### src/inc/sio_pkg.sv
package sio_pkg;

    // Register byte offsets on the AXI4-Lite slave.
    localparam logic [7:0] REG_CTRL = 8'h00;
    localparam logic [7:0] REG_OUT_IMAGE = 8'h04;
    localparam logic [7:0] REG_SAFE_OUT = 8'h08;
    localparam logic [7:0] REG_STATUS = 8'h0C;
    localparam logic [7:0] REG_ERR_CODE = 8'h10;
    localparam logic [7:0] REG_ERR_CLR = 8'h14;
    localparam logic [7:0] REG_SWITCHES = 8'h18;

    localparam logic [1:0] RESP_OKAY = 2'h0;
    localparam logic [1:0] RESP_SLVERR = 2'h2;

    // Error code reported while the load supply is missing.
    localparam logic [15:0] ERR_LOAD_CODE = 16'h01F1;

    // Timing: a 1 ms tick is made from the 4 ns system clock.
    localparam int CLK_PERIOD_NS = 4;
    localparam int TICK_US = 1000;
    localparam int TICK_CYCLES_DEF = TICK_US * 1000 / CLK_PERIOD_NS;
    localparam logic [1:0] FILTER_MS = 2'h3;
    localparam logic [9:0] FLASH_PERIOD_MS = 10'h3E8;
    localparam logic [9:0] SLOW_HALF_MS = 10'h1F4;
    localparam logic [9:0] FAST_HALF_MS = 10'h0FA;
    localparam logic [11:0] NODE_FLASH_MS = 12'hBB8;

    typedef enum logic [1:0] {
        MODE_PROTECTED,
        MODE_SETUP,
        MODE_FAILURE
    } sio_mode_e;

    typedef struct packed {
        logic [38:0] s1;
        logic [38:0] s2;
        logic latched;
        sio_mode_e mode;
        logic [1:0] mode_sw;
        logic [9:0] addr;
        logic [17:0] tick_cnt;
        logic [9:0] ms_cnt;
        logic [11:0] nf_cnt;
        logic [7:0] filt;
        logic [7:0][1:0] fcnt;
        logic [3:0] ctrl;
        logic [7:0] out_img;
        logic [3:0] safe_req;
        logic err_rsvd;
        logic err_mode;
        logic awv;
        logic wv;
        logic [7:0] waddr;
        logic [31:0] wdata;
        logic [3:0] wstrb;
        logic awready;
        logic wready;
        logic bvalid;
        logic [1:0] bresp;
        logic arready;
        logic rvalid;
        logic [31:0] rdata;
        logic [1:0] rresp;
        logic [1:0] link_led;
        logic [1:0] act_led;
        logic [1:0] optic_led;
        logic [1:0] pulse_led;
        logic [1:0] pulse_en;
        logic [7:0] in_led;
        logic [3:0] out_on;
        logic [3:0] out_grn;
        logic [3:0] out_red;
        logic fs_red;
        logic comm_led;
        logic sf_led;
        logic comm_en;
        logic superv_en;
    } sio_state_s;

endpackage : sio_pkg

### src/sio_top.sv
`timescale 1ns/100ps

// Contract
// - Green link indicator lit per port while that port has a connection.
// - Yellow activity indicator lit per port while frames move on it.
// - Node flash request flashes link and activity together, looking orange.
// - Optic indicator off above 2 dB, flashing 0 to 2 dB, on below 0 dB.
// - Pulse-supply indicator flashes 1 Hz on input cross circuit, else off.
// - Pulse-supply indicator steady on for supply short or overload.
// - Safe output indicator off/green; red on fault with output forced off.
// - Hardware fault gives steady red safety state and disables safe comms.
// - Safety state flashes red unparameterised; off when valid with supply.
// - Safe comm indicator off idle, green running, flashing on ack request.
// - Ten bit safety address read once at power-up, later changes ignored.
// - Mode bits: both off protected, both on setup, mixed is failure.
// - Mode sampled at power-up; a later change is flagged as error.
// - Setup mode exchanges one input byte and one output byte.
// - Setup input byte bits 0 to 7 carry safe inputs 0 to 7.
// - Setup output bit 0 powers modules, bits 1 to 3 valve zones.
// - Output bits 4 to 7 must be zero; nonzero raises an error.
// - Setup mode evaluates inputs singly with a 3 ms filter.
// - Setup mode disables pulse supplies and all input/output supervision.
// - Safe input indicator lit while its input is on.
// - Missing load supply flashes system fault and reports code 0x01F1 while missing.
module sio_top
    import sio_pkg::*;
#(
    parameter int TICK_CYCLES = TICK_CYCLES_DEF
) (
    input wire logic aclk, // System clock, 250 MHz.
    input wire logic aresetn, // Synchronous reset, active low.
    input wire logic [7:0] s_axi_awaddr, // Write address.
    input wire logic s_axi_awvalid, // Write address valid.
    output logic s_axi_awready, // Write address ready.
    input wire logic [31:0] s_axi_wdata, // Write data.
    input wire logic [3:0] s_axi_wstrb, // Write byte enables.
    input wire logic s_axi_wvalid, // Write data valid.
    output logic s_axi_wready, // Write data ready.
    output logic [1:0] s_axi_bresp, // Write response.
    output logic s_axi_bvalid, // Write response valid.
    input wire logic s_axi_bready, // Write response ready.
    input wire logic [7:0] s_axi_araddr, // Read address.
    input wire logic s_axi_arvalid, // Read address valid.
    output logic s_axi_arready, // Read address ready.
    output logic [31:0] s_axi_rdata, // Read data.
    output logic [1:0] s_axi_rresp, // Read response.
    output logic s_axi_rvalid, // Read data valid.
    input wire logic s_axi_rready, // Read data ready.
    input wire logic [1:0] port_link, // Link up per network port.
    input wire logic [1:0] port_activity, // Frames moving per port.
    input wire logic [1:0] optic_above_2db, // Optic level above 2 dB.
    input wire logic [1:0] optic_above_0db, // Optic level above 0 dB.
    input wire logic [1:0] cross_circuit, // Cross circuit per pulse supply.
    input wire logic [1:0] pulse_short, // Short or overload per supply.
    input wire logic [7:0] safe_input_pins, // Raw safe inputs.
    input wire logic [3:0] out_fault, // Fault per safe output.
    input wire logic hw_fault, // Hardware fault detected.
    input wire logic logic_supply_ok, // Logic supply present.
    input wire logic load_supply_ok, // Load supply above dropout.
    input wire logic [9:0] safety_addr_switch, // Safety address switch.
    input wire logic [1:0] mode_select_switch, // Mode switch bits 1 and 2.
    output logic [1:0] link_led, // Green link indicator per port.
    output logic [1:0] act_led, // Yellow activity indicator per port.
    output logic [1:0] optic_level_indicator, // Optic level indicator.
    output logic [1:0] pulse_led, // Pulse-supply indicators a and b.
    output logic pulse_supply_a, // Pulse supply a enable.
    output logic pulse_supply_b, // Pulse supply b enable.
    output logic [7:0] safe_input_indicators, // Safe input indicators.
    output logic [3:0] safe_out_on, // Module supply, valve_zone_outputs.
    output logic [3:0] safe_out_green, // Output indicator green.
    output logic [3:0] safe_out_red, // Output indicator red.
    output logic safety_state_indicator, // Red safety-state indicator.
    output logic safe_comm_led, // Green safe communication indicator.
    output logic system_fault_indicator, // Red system fault indicator.
    output logic safe_comm_enable, // Safe communication permitted.
    output logic supervision_enable // Cross, discrepancy, feedback checks.
);

    sio_state_s st;
    sio_state_s next_st;

    logic [1:0] sy_link;
    logic [1:0] sy_act;
    logic [1:0] sy_opt2;
    logic [1:0] sy_opt0;
    logic [1:0] sy_cross;
    logic [1:0] sy_short;
    logic [7:0] sy_in;
    logic [3:0] sy_ofault;
    logic sy_hw;
    logic sy_logic_ok;
    logic sy_load_ok;
    logic [9:0] sy_addr;
    logic [1:0] sy_mode;

    // Second synchroniser stage unpacked into named pin levels.
    assign {sy_link, sy_act, sy_opt2, sy_opt0, sy_cross, sy_short, sy_in,
            sy_ofault, sy_hw, sy_logic_ok, sy_load_ok, sy_addr,
            sy_mode} = st.s2;

    // All state is advanced here; outputs are flops of the same struct.
    always_comb begin
        logic tick;
        logic slow_ph;
        logic fast_ph;
        logic nflash;
        logic setup;
        logic fail;
        logic wr_go;
        logic [3:0] clr;
        logic [31:0] rd;
        logic rd_ok;
        next_st = st;
        tick = 1'b0;
        clr = 4'h0;
        rd = 32'h0;
        rd_ok = 1'b1;

        // Pins cross into the clock domain through two flops.
        next_st.s1 = {port_link, port_activity, optic_above_2db,
                      optic_above_0db, cross_circuit, pulse_short,
                      safe_input_pins, out_fault, hw_fault,
                      logic_supply_ok, load_supply_ok,
                      safety_addr_switch, mode_select_switch};
        next_st.s2 = st.s1;

        // Switches are taken once after reset, only after both sync stages
        // have refilled, or the cleared stages would be latched instead.
        // This needs TICK_CYCLES above two, which any real rate gives.
        if (!st.latched && (st.tick_cnt == 18'h2)) begin
            next_st.latched = 1'b1;
            next_st.addr = sy_addr;
            next_st.mode_sw = sy_mode;
            unique case (sy_mode)
                2'b00: next_st.mode = MODE_PROTECTED;
                2'b11: next_st.mode = MODE_SETUP;
                default: next_st.mode = MODE_FAILURE;
            endcase
        end

        // Prescaler: 1 ms tick and a millisecond phase for flashing.
        if (st.tick_cnt == 18'(TICK_CYCLES - 1)) begin
            next_st.tick_cnt = 18'h0;
            tick = 1'b1;
        end else begin
            next_st.tick_cnt = st.tick_cnt + 18'h1;
        end
        if (tick) begin
            if (st.ms_cnt == FLASH_PERIOD_MS - 10'h1) begin
                next_st.ms_cnt = 10'h0;
            end else begin
                next_st.ms_cnt = st.ms_cnt + 10'h1;
            end
            if (st.nf_cnt != 12'h0) begin
                next_st.nf_cnt = st.nf_cnt - 12'h1;
            end
        end
        slow_ph = st.ms_cnt < SLOW_HALF_MS;
        fast_ph = (st.ms_cnt < FAST_HALF_MS) ||
                  ((st.ms_cnt >= SLOW_HALF_MS) &&
                   (st.ms_cnt < SLOW_HALF_MS + FAST_HALF_MS));
        nflash = st.nf_cnt != 12'h0;
        setup = st.latched && (st.mode == MODE_SETUP);
        fail = !st.latched || (st.mode == MODE_FAILURE);

        // Each input flips only after holding its new level for 3 ms.
        for (int i = 0; i < 8; i++) begin
            if (sy_in[i] == st.filt[i]) begin
                next_st.fcnt[i] = 2'h0;
            end else if (tick) begin
                if (st.fcnt[i] == FILTER_MS - 2'h1) begin
                    next_st.filt[i] = sy_in[i];
                    next_st.fcnt[i] = 2'h0;
                end else begin
                    next_st.fcnt[i] = st.fcnt[i] + 2'h1;
                end
            end
        end

        // Write channel: address and data are taken in either order.
        if (s_axi_awvalid && st.awready) begin
            next_st.awv = 1'b1;
            next_st.waddr = s_axi_awaddr;
        end
        if (s_axi_wvalid && st.wready) begin
            next_st.wv = 1'b1;
            next_st.wdata = s_axi_wdata;
            next_st.wstrb = s_axi_wstrb;
        end
        if (st.bvalid && s_axi_bready) begin
            next_st.bvalid = 1'b0;
        end
        wr_go = st.awv && st.wv && !st.bvalid;
        if (wr_go) begin
            next_st.awv = 1'b0;
            next_st.wv = 1'b0;
            next_st.bvalid = 1'b1;
            next_st.bresp = RESP_OKAY;
            unique case (st.waddr)
                REG_CTRL: begin
                    if (st.wstrb[0]) begin
                        next_st.ctrl = st.wdata[3:0];
                        if (st.wdata[4]) begin
                            next_st.nf_cnt = NODE_FLASH_MS;
                        end
                    end
                end
                REG_OUT_IMAGE: begin
                    if (st.wstrb[0]) begin
                        next_st.out_img = st.wdata[7:0];
                    end
                end
                REG_SAFE_OUT: begin
                    if (st.wstrb[0]) begin
                        next_st.safe_req = st.wdata[3:0];
                    end
                end
                REG_ERR_CLR: begin
                    if (st.wstrb[0]) begin
                        clr = st.wdata[3:0];
                    end
                end
                REG_STATUS, REG_ERR_CODE, REG_SWITCHES: begin
                    next_st.bresp = RESP_OKAY;
                end
                default: next_st.bresp = RESP_SLVERR;
            endcase
        end
        next_st.awready = !next_st.awv && !next_st.bvalid;
        next_st.wready = !next_st.wv && !next_st.bvalid;

        // Sticky errors: a new event wins over a clear in the same cycle.
        next_st.err_rsvd = (st.err_rsvd && !clr[0]) ||
            (wr_go && setup && (st.waddr == REG_OUT_IMAGE) &&
             st.wstrb[0] && (st.wdata[7:4] != 4'h0));
        next_st.err_mode = (st.err_mode && !clr[1]) ||
            (st.latched && (sy_mode != st.mode_sw));

        // Read channel: one cycle from address to data.
        if (st.rvalid && s_axi_rready) begin
            next_st.rvalid = 1'b0;
        end
        if (s_axi_arvalid && st.arready) begin
            unique case (s_axi_araddr)
                REG_CTRL: rd = {28'h0, st.ctrl};
                REG_OUT_IMAGE: rd = {24'h0, st.out_img};
                REG_SAFE_OUT: rd = {28'h0, st.safe_req};
                REG_STATUS: rd = {15'h0, st.comm_en, sy_hw, fail,
                                  st.err_mode, st.err_rsvd, st.out_on,
                                  st.filt};
                REG_ERR_CODE: rd = {16'h0, sy_load_ok ? 16'h0 :
                                    ERR_LOAD_CODE};
                REG_SWITCHES: rd = {14'h0, st.mode, 6'h0, st.addr};
                REG_ERR_CLR: rd = 32'h0;
                default: rd_ok = 1'b0;
            endcase
            next_st.rvalid = 1'b1;
            next_st.rdata = rd;
            next_st.rresp = rd_ok ? RESP_OKAY : RESP_SLVERR;
        end
        next_st.arready = !next_st.rvalid;

        // Network port indicators; node flash overrides both colours.
        for (int p = 0; p < 2; p++) begin
            next_st.link_led[p] = nflash ? fast_ph : sy_link[p];
            next_st.act_led[p] = nflash ? fast_ph : sy_act[p];
            if (sy_opt2[p]) begin
                next_st.optic_led[p] = 1'b0;
            end else if (sy_opt0[p]) begin
                next_st.optic_led[p] = fast_ph;
            end else begin
                next_st.optic_led[p] = 1'b1;
            end
        end

        // Pulse supplies run only in protected operation.
        next_st.pulse_en = (!fail && !setup) ? 2'h3 : 2'h0;
        next_st.superv_en = !fail && !setup;
        for (int p = 0; p < 2; p++) begin
            if (sy_short[p]) begin
                next_st.pulse_led[p] = 1'b1;
            end else if (sy_cross[p] && next_st.superv_en) begin
                next_st.pulse_led[p] = slow_ph;
            end else begin
                next_st.pulse_led[p] = 1'b0;
            end
        end
        next_st.in_led = st.filt;

        // Safe outputs: a fault forces the output off and shows red.
        for (int o = 0; o < 4; o++) begin
            logic req;
            req = setup ? st.out_img[o] : st.safe_req[o];
            req = req && !fail && !sy_hw && !(setup && st.err_rsvd);
            next_st.out_on[o] = req && !sy_ofault[o];
            next_st.out_red[o] = sy_ofault[o];
            next_st.out_grn[o] = next_st.out_on[o];
        end

        // Safety state and communication permission.
        next_st.comm_en = !sy_hw && !fail;
        if (sy_hw || fail) begin
            next_st.fs_red = 1'b1;
        end else if (st.ctrl[0] && !st.ctrl[1] && sy_logic_ok) begin
            next_st.fs_red = 1'b0;
        end else begin
            next_st.fs_red = fast_ph;
        end
        if (!st.ctrl[2] || !next_st.comm_en) begin
            next_st.comm_led = 1'b0;
        end else if (st.ctrl[3]) begin
            next_st.comm_led = slow_ph;
        end else begin
            next_st.comm_led = 1'b1;
        end
        if (!sy_load_ok) begin
            next_st.sf_led = fast_ph;
        end else begin
            next_st.sf_led = sy_hw || fail;
        end
    end

    // Reset clears every field, so all outputs start low and idle.
    always_ff @(posedge aclk) begin
        if (!aresetn) begin
            st <= '0;
        end else begin
            st <= next_st;
        end
    end

    assign s_axi_awready = st.awready;
    assign s_axi_wready = st.wready;
    assign s_axi_bvalid = st.bvalid;
    assign s_axi_bresp = st.bresp;
    assign s_axi_arready = st.arready;
    assign s_axi_rvalid = st.rvalid;
    assign s_axi_rdata = st.rdata;
    assign s_axi_rresp = st.rresp;
    assign link_led = st.link_led;
    assign act_led = st.act_led;
    assign optic_level_indicator = st.optic_led;
    assign pulse_led = st.pulse_led;
    assign pulse_supply_a = st.pulse_en[0];
    assign pulse_supply_b = st.pulse_en[1];
    assign safe_input_indicators = st.in_led;
    assign safe_out_on = st.out_on;
    assign safe_out_green = st.out_grn;
    assign safe_out_red = st.out_red;
    assign safety_state_indicator = st.fs_red;
    assign safe_comm_led = st.comm_led;
    assign system_fault_indicator = st.sf_led;
    assign safe_comm_enable = st.comm_en;
    assign supervision_enable = st.superv_en;

endmodule : sio_top

### config.mk
export PLATFORM = sky130hd
export DESIGN_NAME = sio_top
export DESIGN_NICKNAME = d
export VERILOG_FILES = /design/src/inc/sio_pkg.sv /design/src/sio_top.sv
export SDC_FILE = /design/constraint.sdc
export NUM_CORES = 1
export LEC_CHECK = 0
export BUFFER_PORTS_ARGS = -buffer_cell sky130_fd_sc_hd__clkbuf_2
export CAP_MARGIN = 20
export CORE_MARGIN = 3
export CORE_UTILIZATION = 55
export CTS_CLUSTER_DIAMETER = 50
export CTS_CLUSTER_SIZE = 12
export DETAILED_ROUTE_END_ITERATION = 7
export GPL_ROUTABILITY_DRIVEN = 0
export PLACE_DENSITY = 0.79
export SLEW_MARGIN = 20
export SYNTH_ARGS = -nofsm -noshare
export SYNTH_HDL_FRONTEND = slang
export SYNTH_SLANG_ARGS = --single-unit
### constraint.sdc
create_clock -name aclk -period 2.38 [get_ports aclk]
set_clock_uncertainty 0.05 [all_clocks]
set_input_delay 0.238 -clock aclk [delete_from_list [all_inputs] [get_ports aclk]]
set_output_delay 0.238 -clock aclk [all_outputs]
set_load 0.02 [all_outputs]
==> flow_summary.toml, run 1 <==
[status]
status = "finished clean"

[grt]
grt_max_degree = 36
grt_overflow_total = 0
antenna_found_initial = 0
grt_pass1_vias = 7051
grt_first_pass_wirelength_mm = 34.0
grt_usage_pct = 22.0

[power]
intPower_mw = 6.70
p_sw_mw = 1.76
max-vdd-ir-drop_mv = 0.577
power_frac_comb_pct = 5.6
pwr-share-seq_pct = 51.1
p_clk_share_pct = 43.4
power_leakage_nw = 4.80
power_density_mw_per_mm2 = 740
swShare_pct = 20.8

[hold_path]
holdCritStartpoint = "s_axi_araddr[6]"
hp-class = "in -> reg"

[synthesis]
yosys_most_used_dff = "dfxtp_1"
yosys.area.top_type = "dfxtp_1"
yosys_warnings = 0
yosysSeqAreaShare_pct = 52.0
syn_area_mm2 = 0.00955
synth_seq_cells = 248
synth_cell_types = 52
async_reset_ff_share_pct = 0
synth-edff-count = 0
syn_area_per_cell_um2 = 9.27
synthDominantCellAreaShare_pct = 52.0
ys_top_cells_by_area = "dfxtp_1 (52%), and2_1 (6.1%), buf_4 (5.3%)"
syn-instance-count = 1030

[cells_and_area]
synthToLayoutAreaGrowth_pct = 19.8
design_area_mm2 = 0.0114
layout.nets = 1285
utilization_pct = 68.0
drive_gt1_share_pct = 17.2
n_antenna_cell = 0

[worst_setup_path]
critPathSlowestCell = "or4_1"
critical_path.startpoint_type = "register"
critPathRequiredTime_ns = 2.72
crit_family = "simple AND/OR/NAND/NOR gates"
worstPathArrival_ns = 2.58
critPathLaunch = "st[197]"
path_cells = "nor4_1 -> nand2_1 -> or4_1 -> buf_4 -> nor4b_4 -> xnor2_1 -> a21oi_1"
crit_path_end_kind = "register"
cp_max_fo = 21
max_stage_delay_ns = 0.53
path_class = "reg -> reg"
critical_path_buf_inv_count = 1
r2r_start = "st[197]"

[sta]
final.min_clock_period_ns = 2.24
hold_viol = 0
fin_crit_sh_pct = 94.2
setup_tns_ns = 0
whs_ns = 0.0910
final_max_slew_viol_count = 0
setup_viol = 0
tightestPinTransition_ns = 0.631
relSlewSlack_pct = 57.8
max_freq_ghz = 0.446

[die]
dieArea_mm2 = 0.0190
dieHeight_um = 138
dieWidth_um = 138
placeableCoreArea_mm2 = 0.0168
io_pins = 174
initial_utilization_pct = 56.8
rows = 47

[placement]
dpl-instance-area_mm2 = 0.0101
portBuffers = 130
dpl.hpwl_mm = 13.8

[detailed_routing]
vias_per_cell = 5.37
drc = 0
routed_wl_mm = 21.0
wl_per_cell_um = 14.9
dr.pass1.iters = 5
num_vias = 7541
ant_nets = 0
drt_iter0_drc = 502

[clock_tree]
root_buffer = "clkbuf_16"
clk_pin_slew_ns = 0.06
cts.sinks = 248
htree_levels = 1
clk_latency_ns = 0.51
cts_tree = "yes"
cts_buffer_depth = 3
cts_buffers = 25

[flow_run]
maxCapViolations = 0
logic make-up (layout without fill, tap and decap cells):
logic type	after synthesis	after routing	synth area share, %
xor gates and xnor gates	34	34	3.12
other	1	16	0.0393
adders and majority gates	6	6	0.786
DFF	248	248	52.0
buffers and inverters	119	259	7.40
AOI/OAI and AO/OA	152	152	9.34
muxes	30	30	3.14
and+or+nand+nor	440	440	24.2
metrics by stage:
step                      std cells  worst slack [ns]  power (mW)
after floorplan                1045             0.316        4.68
after global placement         1315             0.170        4.79
after detailed placement       1315             0.142        4.80
after CTS                      1404             0.133        8.52
after global routing           1405           -0.0148        8.73
final                          1405             0.139        8.46
registers in the layout (all words and copies together) (netlist names), 2 cells and up:
signal and cells:
safe_out_green 4, safe_out_red 4, s_axi_rdata 18, safe_input_indicators 8, pulse_led 2, optic_level_indicator 2
next_st 51, act_led 2, link_led 2, st 143
worst register-to-register path, stage by stage (launching register included):
cell and delay (ns):
dfxtp_1 0.35, nor4_1 0.29, nand2_1 0.16, or4_1 0.53, buf_4 0.23, nor4b_4 0.28
xnor2_1 0.15, a21oi_1 0.09
power groups by stage:
stage	clock network, mW	registers [mW]	logic, mW
2_1_floorplan	0	4.40	0.279
3_3_place_gp	0	4.41	0.381
3_5_place_dp	0	4.41	0.389
4_1_cts	3.74	4.32	0.465
5_1_grt	3.88	4.33	0.522
6_report	3.67	4.32	0.471
area by class of cell:
cell class                      instances  area [µm²]
Clock buffer                           28         647
Clock inverter                          3        90.1
Fill cell                            1250        5380
Inverter                               10        37.5
Multi-Input combinational cell        678        3960
Sequential cell                       248        4960
Tap cell                              220         275
Timing Repair Buffer                  218        1470
cell usage in the layout (no fill, tap or decap), types with 3 or more instances in the layout:
| cell type | instances |
|---|---|
| and3_1 | 10 |
| a31oi_1 | 5 |
| nand2_1 | 107 |
| nor4_1 | 6 |
| nor4_2 | 3 |
| or4_1 | 5 |
| dlygate4sd3_1 | 58 |
| nand3_1 | 33 |
| xnor2_1 | 13 |
| conb_1 | 16 |
| nor3_1 | 22 |
| a221oi_1 | 3 |
| clkbuf_16 | 25 |
| a22oi_1 | 3 |
| nand3b_1 | 12 |
| a211oi_1 | 11 |
| and2_1 | 93 |
| nand2b_1 | 5 |
| inv_1 | 9 |
| xor2_1 | 21 |
| o21ai_0 | 30 |
| ha_1 | 6 |
| and4_1 | 10 |
| clkbuf_2 | 129 |
| o31ai_1 | 5 |
| nor2b_1 | 6 |
| nor3b_1 | 5 |
| bufinv_16 | 3 |
| a21o_1 | 8 |
| mux2i_1 | 30 |
| nor4b_4 | 3 |
| a22o_1 | 7 |
| nand4b_1 | 3 |
| dfxtp_1 | 248 |
| nor2_1 | 98 |
| a21oi_1 | 75 |
| nand4_1 | 8 |
| buf_4 | 29 |
synth_stat cells (6+ instances only):
master and number:
a21oi_1 75, buf_4 67, and3_1 10, nor2_1 98
nand4_1 8, nand2_1 107, mux2i_1 30, nand3b_1 12
buf_2 7, and4_1 10, nor2b_1 6, and2_1 93
a211oi_1 11, dfxtp_1 248, o21ai_0 30, nand3_1 33
nor4_1 8, ha_1 6, nor3_1 22, clkbuf_1 33
xnor2_1 13, xor2_1 21, a22o_1 7, a21o_1 8
inv_1 9
routing by layer:
layer  global-route usage [%]  vias up  part of all wire, %
li1                         -     3701                    -
met1                     29.7     3499                   44
met2                     36.0      294                   46
met3                     3.87       47                  7.2
met4                     7.14        0                  3.2
met5                        0        -                    0
path summary, 6_finish.rpt:
| path | cells past startpoint | endpoint | slack [ns] |
|---|---|---|---|
| setup / recovery | 7 | st[167] | 0.14 |
| hold / removal | 4 | s_axi_rresp[1] | 0.09 |
| setup reg to reg | 7 | st[167] | 0.14 |
| hold reg to reg | 1 | optic_level_indicator[0] | 0.34 |
repair_timing:
| action | 4_1_cts | 5_1_grt |
|---|---|---|
| buffers inserted | 0 | 1 |
| hold endpoints to repair | 58 | 0 |
| hold buffers | 58 | 0 |
| setup endpoints to repair | 0 | 33 |
| gates resized for setup | 0 | 3 |
Note: power is estimated with default switching activity, not from simulation.
==> run 2, diff against run 1 <==
--- a/config.mk
+++ b/config.mk
@@ -8,12 +8,12 @@
 export BUFFER_PORTS_ARGS = -buffer_cell sky130_fd_sc_hd__clkbuf_2
 export CAP_MARGIN = 20
 export CORE_MARGIN = 3
-export CORE_UTILIZATION = 55
+export CORE_UTILIZATION = 60
 export CTS_CLUSTER_DIAMETER = 50
 export CTS_CLUSTER_SIZE = 12
 export DETAILED_ROUTE_END_ITERATION = 7
 export GPL_ROUTABILITY_DRIVEN = 0
-export PLACE_DENSITY = 0.79
+export PLACE_DENSITY = 0.85
 export SLEW_MARGIN = 20
 export SYNTH_ARGS = -nofsm -noshare
 export SYNTH_HDL_FRONTEND = slang
==> constraint.sdc (replaced) <==
create_clock -name aclk -period 2.6 [get_ports aclk]
set_clock_uncertainty 0.05 [all_clocks]
set_input_delay 0.26 -clock aclk [delete_from_list [all_inputs] [get_ports aclk]]
set_output_delay 0.26 -clock aclk [all_outputs]
set_load 0.02 [all_outputs]
==> flow_summary.toml, run 2 (synthesis results as in run 1) <==
[status]
status = "finished clean"

[sta]
hold_viol = 0
setup_tns_ns = 0
relSlewSlack_pct = 46.2
tightestPinTransition_ns = 0.799
final.min_clock_period_ns = 2.35
setup_viol = 0
finalWorstSetupSlack_ns = 0.253
max_freq_ghz = 0.426
grt_setup_unrepaired = "false"
final_max_slew_viol_count = 0
fin_crit_sh_pct = 90.3

[detailed_routing]
dr.pass1.iters = 5
vias_per_cell = 5.38
drc = 0
num_vias = 7453
routed_wl_mm = 21.3
wl_per_cell_um = 15.4
ant_nets = 0
drt_iter0_drc = 645

[clock_tree]
cts-resized-gates = 0
clk_latency_ns = 0.51
cts_buffer_depth = 3
clk_pin_slew_ns = 0.06
cts.sinks = 248
cts_buffers = 25
cts_tree = "yes"
root_buffer = "clkbuf_16"
htree_levels = 1

[worst_setup_path]
critical_path.startpoint_type = "register"
ff2ff_path_depth = 5
worstPathArrival_ns = 2.73
r2r_start = "st[197]"
crit_path_end_kind = "register"
reg2reg_slack_ns = 0.25
cp_max_fo = 5
regToRegEndpoint = "st[184]"
critPathRequiredTime_ns = 2.98
path_class = "reg -> reg"

[placement]
portBuffers = 130
dpl.hpwl_mm = 13.5
place_ws_ns = 0.264

[cells_and_area]
largest_register = "st"
n_antenna_cell = 0
layout.nets = 1273
synthToLayoutAreaGrowth_pct = 17.8
drive_gt1_share_pct = 16.2
layout_commonest_cell = "dfxtp_1"
mostFrequentLayoutCells = "dfxtp_1 (248), clkbuf_2 (129), nand2_1 (107)"
largest_reg_flops = 143

[die]
dieWidth_um = 132
dieHeight_um = 132
placeableCoreArea_mm2 = 0.0154
initial_utilization_pct = 62.1
io_pins = 174
rows = 45
dieArea_mm2 = 0.0175

[grt]
grt_pass1_vias = 7266
grt_max_degree = 111
antenna_found_initial = 0
grt_usage_pct = 24.0
grt_overflow_total = 0
grt_first_pass_wirelength_mm = 35.2

[power]
power_leakage_nw = 4.70
max-vdd-ir-drop_mv = 0.543
power_density_mw_per_mm2 = 662

[hold_path]
holdCritStartpoint = "s_axi_rready"
hp-class = "in -> reg"
min_to = "s_axi_rvalid"
worstHoldPathCells = 3

[flow_run]
maxCapViolations = 0
[run 2: changes by cell type in the layout (fill, tap and decap cells not counted), sizes merged]
cell	delta
dlygate4sd3	+1
clkinv	+3
bufinv	-3
inv	+1
clkinvlp	+1
buf	-13
clkbuf	-1
[run 2: where the power goes]
group | switching [mW] | total (mW) | leakage [nW] | internal [mW]
logic | 0.234 | 0.431 | 2.36 | 0.197
registers | 0.0573 | 3.96 | 2.02 | 3.90
clock network | 1.35 | 3.06 | 0.327 | 1.72
total | 1.64 | 7.45 | 4.70 | 5.81
[run 2: per-layer routing]
layer | GRT usage [%] | vias to the layer above | part of all wire (%)
li1 | - | 3662 | -
met1 | 31.7 | 3467 | 43
met2 | 40.7 | 272 | 48
met3 | 3.74 | 52 | 5.8
met4 | 7.56 | 0 | 3.0
met5 | 0 | - | 0
[run 2: worst max path at each step]
stage / start / end / slack [ns] / depth (start not counted)
after detailed placement: st[197] / st[184] / 0.26 / 5
after global routing: st[166] / st[164] / 0.05 / 6
after floorplan: st[197] / st[185] / 0.54 / 7
after CTS: st[197] / st[184] / 0.25 / 5
final: st[197] / st[184] / 0.25 / 5
after global placement: st[194] / st[167] / 0.35 / 7
[run 2: layout make-up]
cell class / instances / area [µm²]
fillers: 1055 / 4120
inverters: 10 / 37.5
repair buffers: 206 / 1380
multi-input cells: 678 / 3940
flip-flops and latches: 248 / 4960
clock buffers: 27 / 633
well taps: 211 / 264
clock inverters: 5 / 31.3
[run 2: timing repair]
| action | in CTS | in global routing |
|---|---|---|
| setup endpoints to repair | 0 | 0 |
| hold endpoints to repair | 58 | 0 |
| buffers inserted | 0 | 0 |
| hold buffers | 59 | 0 |
[run 2: critical path, cell delays in order (launching register included)]
cell and delay, ns:
dfxtp_1 0.35, nor4_1 0.29, nand2_1 0.18, or4_1 0.69, or4b_1 0.55, a21oi_1 0.16
[run 2: per-stage QoR]
stage	utilization, %	hold WS (ns)	power (mW)	cells	area [µm²]
global route	73.2	0.0315	7.68	1385	11200
detailed placement	65.0	0.331	4.39	1294	9990
global placement	65.0	0.323	4.37	1294	9990
CTS	73.2	0.00239	7.46	1385	11200
floorplan	-	0.320	4.28	1045	9610
finish	73.2	0.0177	7.45	1385	11200
==> run 3, diff against run 2 <==
--- a/config.mk
+++ b/config.mk
@@ -8,12 +8,12 @@
 export BUFFER_PORTS_ARGS = -buffer_cell sky130_fd_sc_hd__clkbuf_2
 export CAP_MARGIN = 20
 export CORE_MARGIN = 3
-export CORE_UTILIZATION = 60
+export CORE_UTILIZATION = 55
 export CTS_CLUSTER_DIAMETER = 50
 export CTS_CLUSTER_SIZE = 12
 export DETAILED_ROUTE_END_ITERATION = 7
 export GPL_ROUTABILITY_DRIVEN = 0
-export PLACE_DENSITY = 0.85
+export PLACE_DENSITY = 0.79
 export SLEW_MARGIN = 20
 export SYNTH_ARGS = -nofsm -noshare
 export SYNTH_HDL_FRONTEND = slang
==> constraint.sdc (replaced) <==
create_clock -name aclk -period 2.25 [get_ports aclk]
set_clock_uncertainty 0.05 [all_clocks]
set_input_delay 0.225 -clock aclk [delete_from_list [all_inputs] [get_ports aclk]]
set_output_delay 0.225 -clock aclk [all_outputs]
set_load 0.02 [all_outputs]
==> flow_summary.toml, run 3 (synthesis results as in run 1) <==
[worst_setup_path]
crit_path_end_kind = "register"
worstPathArrival_ns = 2.53
ff2ff_path_depth = 7
regToRegEndpoint = "st[128]"
path_class = "reg -> reg"
r2r_start = "st[112]"
reg2reg_slack_ns = 0.05
critPathRequiredTime_ns = 2.58
critical_path.startpoint_type = "register"
cp_max_fo = 4

[cells_and_area]
largest_reg_flops = 143
regArea_mm2 = 0.00496
multi_input_area_mm2 = 0.00396
n_antenna_cell = 0
largest_register = "st"
synthToLayoutAreaGrowth_pct = 19.8
fill_cells = 1280
layout.nets = 1289
drive_gt1_share_pct = 17.7
finalNonFillerCells = 1409
mostFrequentLayoutCells = "dfxtp_1 (248), clkbuf_2 (129), nand2_1 (107)"
layout_commonest_cell = "dfxtp_1"

[sta]
final.min_clock_period_ns = 2.20
grt_setup_unrepaired = "true"
setup_tns_ns = 0
whs_ns = 0.0402
fin_crit_sh_pct = 97.9
hold_viol = 0
final_max_slew_viol_count = 0
setup_viol = 0
tightestPinTransition_ns = 0.655
relSlewSlack_pct = 56.2
max_freq_ghz = 0.454
finalWorstSetupSlack_ns = 0.0477

[detailed_routing]
num_vias = 7510
drt_iter0_drc = 468
ant_nets = 0
dr.pass1.iters = 6
wl_per_cell_um = 15.1
routed_wl_mm = 21.3
vias_per_cell = 5.33
drc = 0

[grt]
top_usage_layer = "met2"
use_met1_pct = 29.9
grt_first_pass_wirelength_mm = 34.3
grt_pass1_vias = 7164
grt_usage_pct = 22.2
grtUsageMet3_pct = 3.51
grt_overflow_total = 0
grt_max_degree = 62
antenna_found_initial = 0
use_met2_pct = 37.0

[placement]
dp_cells = 1318
place_ws_ns = 0.0451
dpl.hpwl_mm = 13.8
portBuffers = 130

[power]
power_frac_comb_pct = 5.8
pwr-share-seq_pct = 52.4
intPower_mw = 6.87
power_leakage_nw = 4.80
max-vdd-ir-drop_mv = 0.667
swShare_pct = 21.2
p_clk_share_pct = 41.8
p_sw_mw = 1.85
total_power_mw = 8.72
power_density_mw_per_mm2 = 762

[die]
placeableCoreArea_mm2 = 0.0168
dieWidth_um = 138
dieHeight_um = 138
dieArea_mm2 = 0.0190
io_pins = 174
rows = 47
initial_utilization_pct = 56.8

[clock_tree]
cts.sinks = 248
cts_buffer_depth = 3
htree_levels = 1
clk_latency_ns = 0.50
root_buffer = "clkbuf_16"
cts_tree = "yes"
cts_buffers = 25
clk_pin_slew_ns = 0.06

[hold_path]
holdCritStartpoint = "aresetn"
worstHoldPathCells = 2
min_to = "st[185]"
hp-class = "in -> reg"

[flow_run]
maxCapViolations = 0

[status]
status = "finished clean"
==> run 3: cell types whose count changed in the layout (fill, tap and decap cells not counted), moves of 2 or more <==
cell	previous run	this run
buf_4	16	31
clkinv_2	3	0
nor4_1	8	6
nor4_2	1	3
or4_1	5	3
or4_4	1	3
==> run 3: stage by stage <==
step | area (µm²) | util (%)
5_1_grt | 11400 | 68.0
2_1_floorplan | 9610 | -
3_5_place_dp | 10100 | 60.2
6_report | 11400 | 68.0
3_3_place_gp | 10100 | 60.2
4_1_cts | 11400 | 67.8
==> run 3: layout make-up <==
class | count | share of cell area [%]
flip-flops and latches | 248 | 43.4
multi-input cells | 678 | 34.6
repair buffers | 222 | 13.3
clock buffers | 29 | 5.68
well taps | 220 | 2.41
clock inverters | 2 | 0.339
inverters | 10 | 0.328
==> run 3: metal layers <==
layer	part of all wire, %	wire length (µm)	vias to the layer above
li1	-	-	3714
met1	44	9360	3480
met2	47	9960	272
met3	6.2	1320	44
met4	2.9	619	0
met5	0	0	-
==> run 3: worst max-delay path: stages (launching register included) <==
cell	delay (ns)
dfxtp_1	0.31
or4_4	0.55
nor4b_4	0.35
and2b_2	0.23
nand3b_1	0.17
buf_4	0.21
mux2i_1	0.16
nor2_1	0.06
==> run 3: power groups by stage <==
stage	Clock [mW]	Sequential (mW)	Combinational (mW)
after global routing	3.87	4.58	0.558
after global placement	0	4.66	0.404
after CTS	3.73	4.57	0.495
after detailed placement	0	4.66	0.412
after floorplan	0	4.65	0.295
final	3.64	4.57	0.502
==> run 3: how the worst max path moves through the flow <==
stage / cells after the start / to / slack [ns] / startpoint
detailed placement: 6 / st[181] / 0.05 / st[192]
global route: 7 / st[133] / -0.06 / st[112]
CTS: 6 / st[181] / 0.04 / st[192]
finish: 7 / st[128] / 0.05 / st[112]
global placement: 5 / st[184] / 0.05 / st[192]
floorplan: 7 / st[185] / 0.19 / st[197]
==> run 3: what timing repair did <==
action	4_1_cts	5_1_grt
endpoints found under the setup margin	0	23
resized for setup	0	7
hold buffers	58	0
buffers inserted	0	2
hold endpoints to repair	58	0
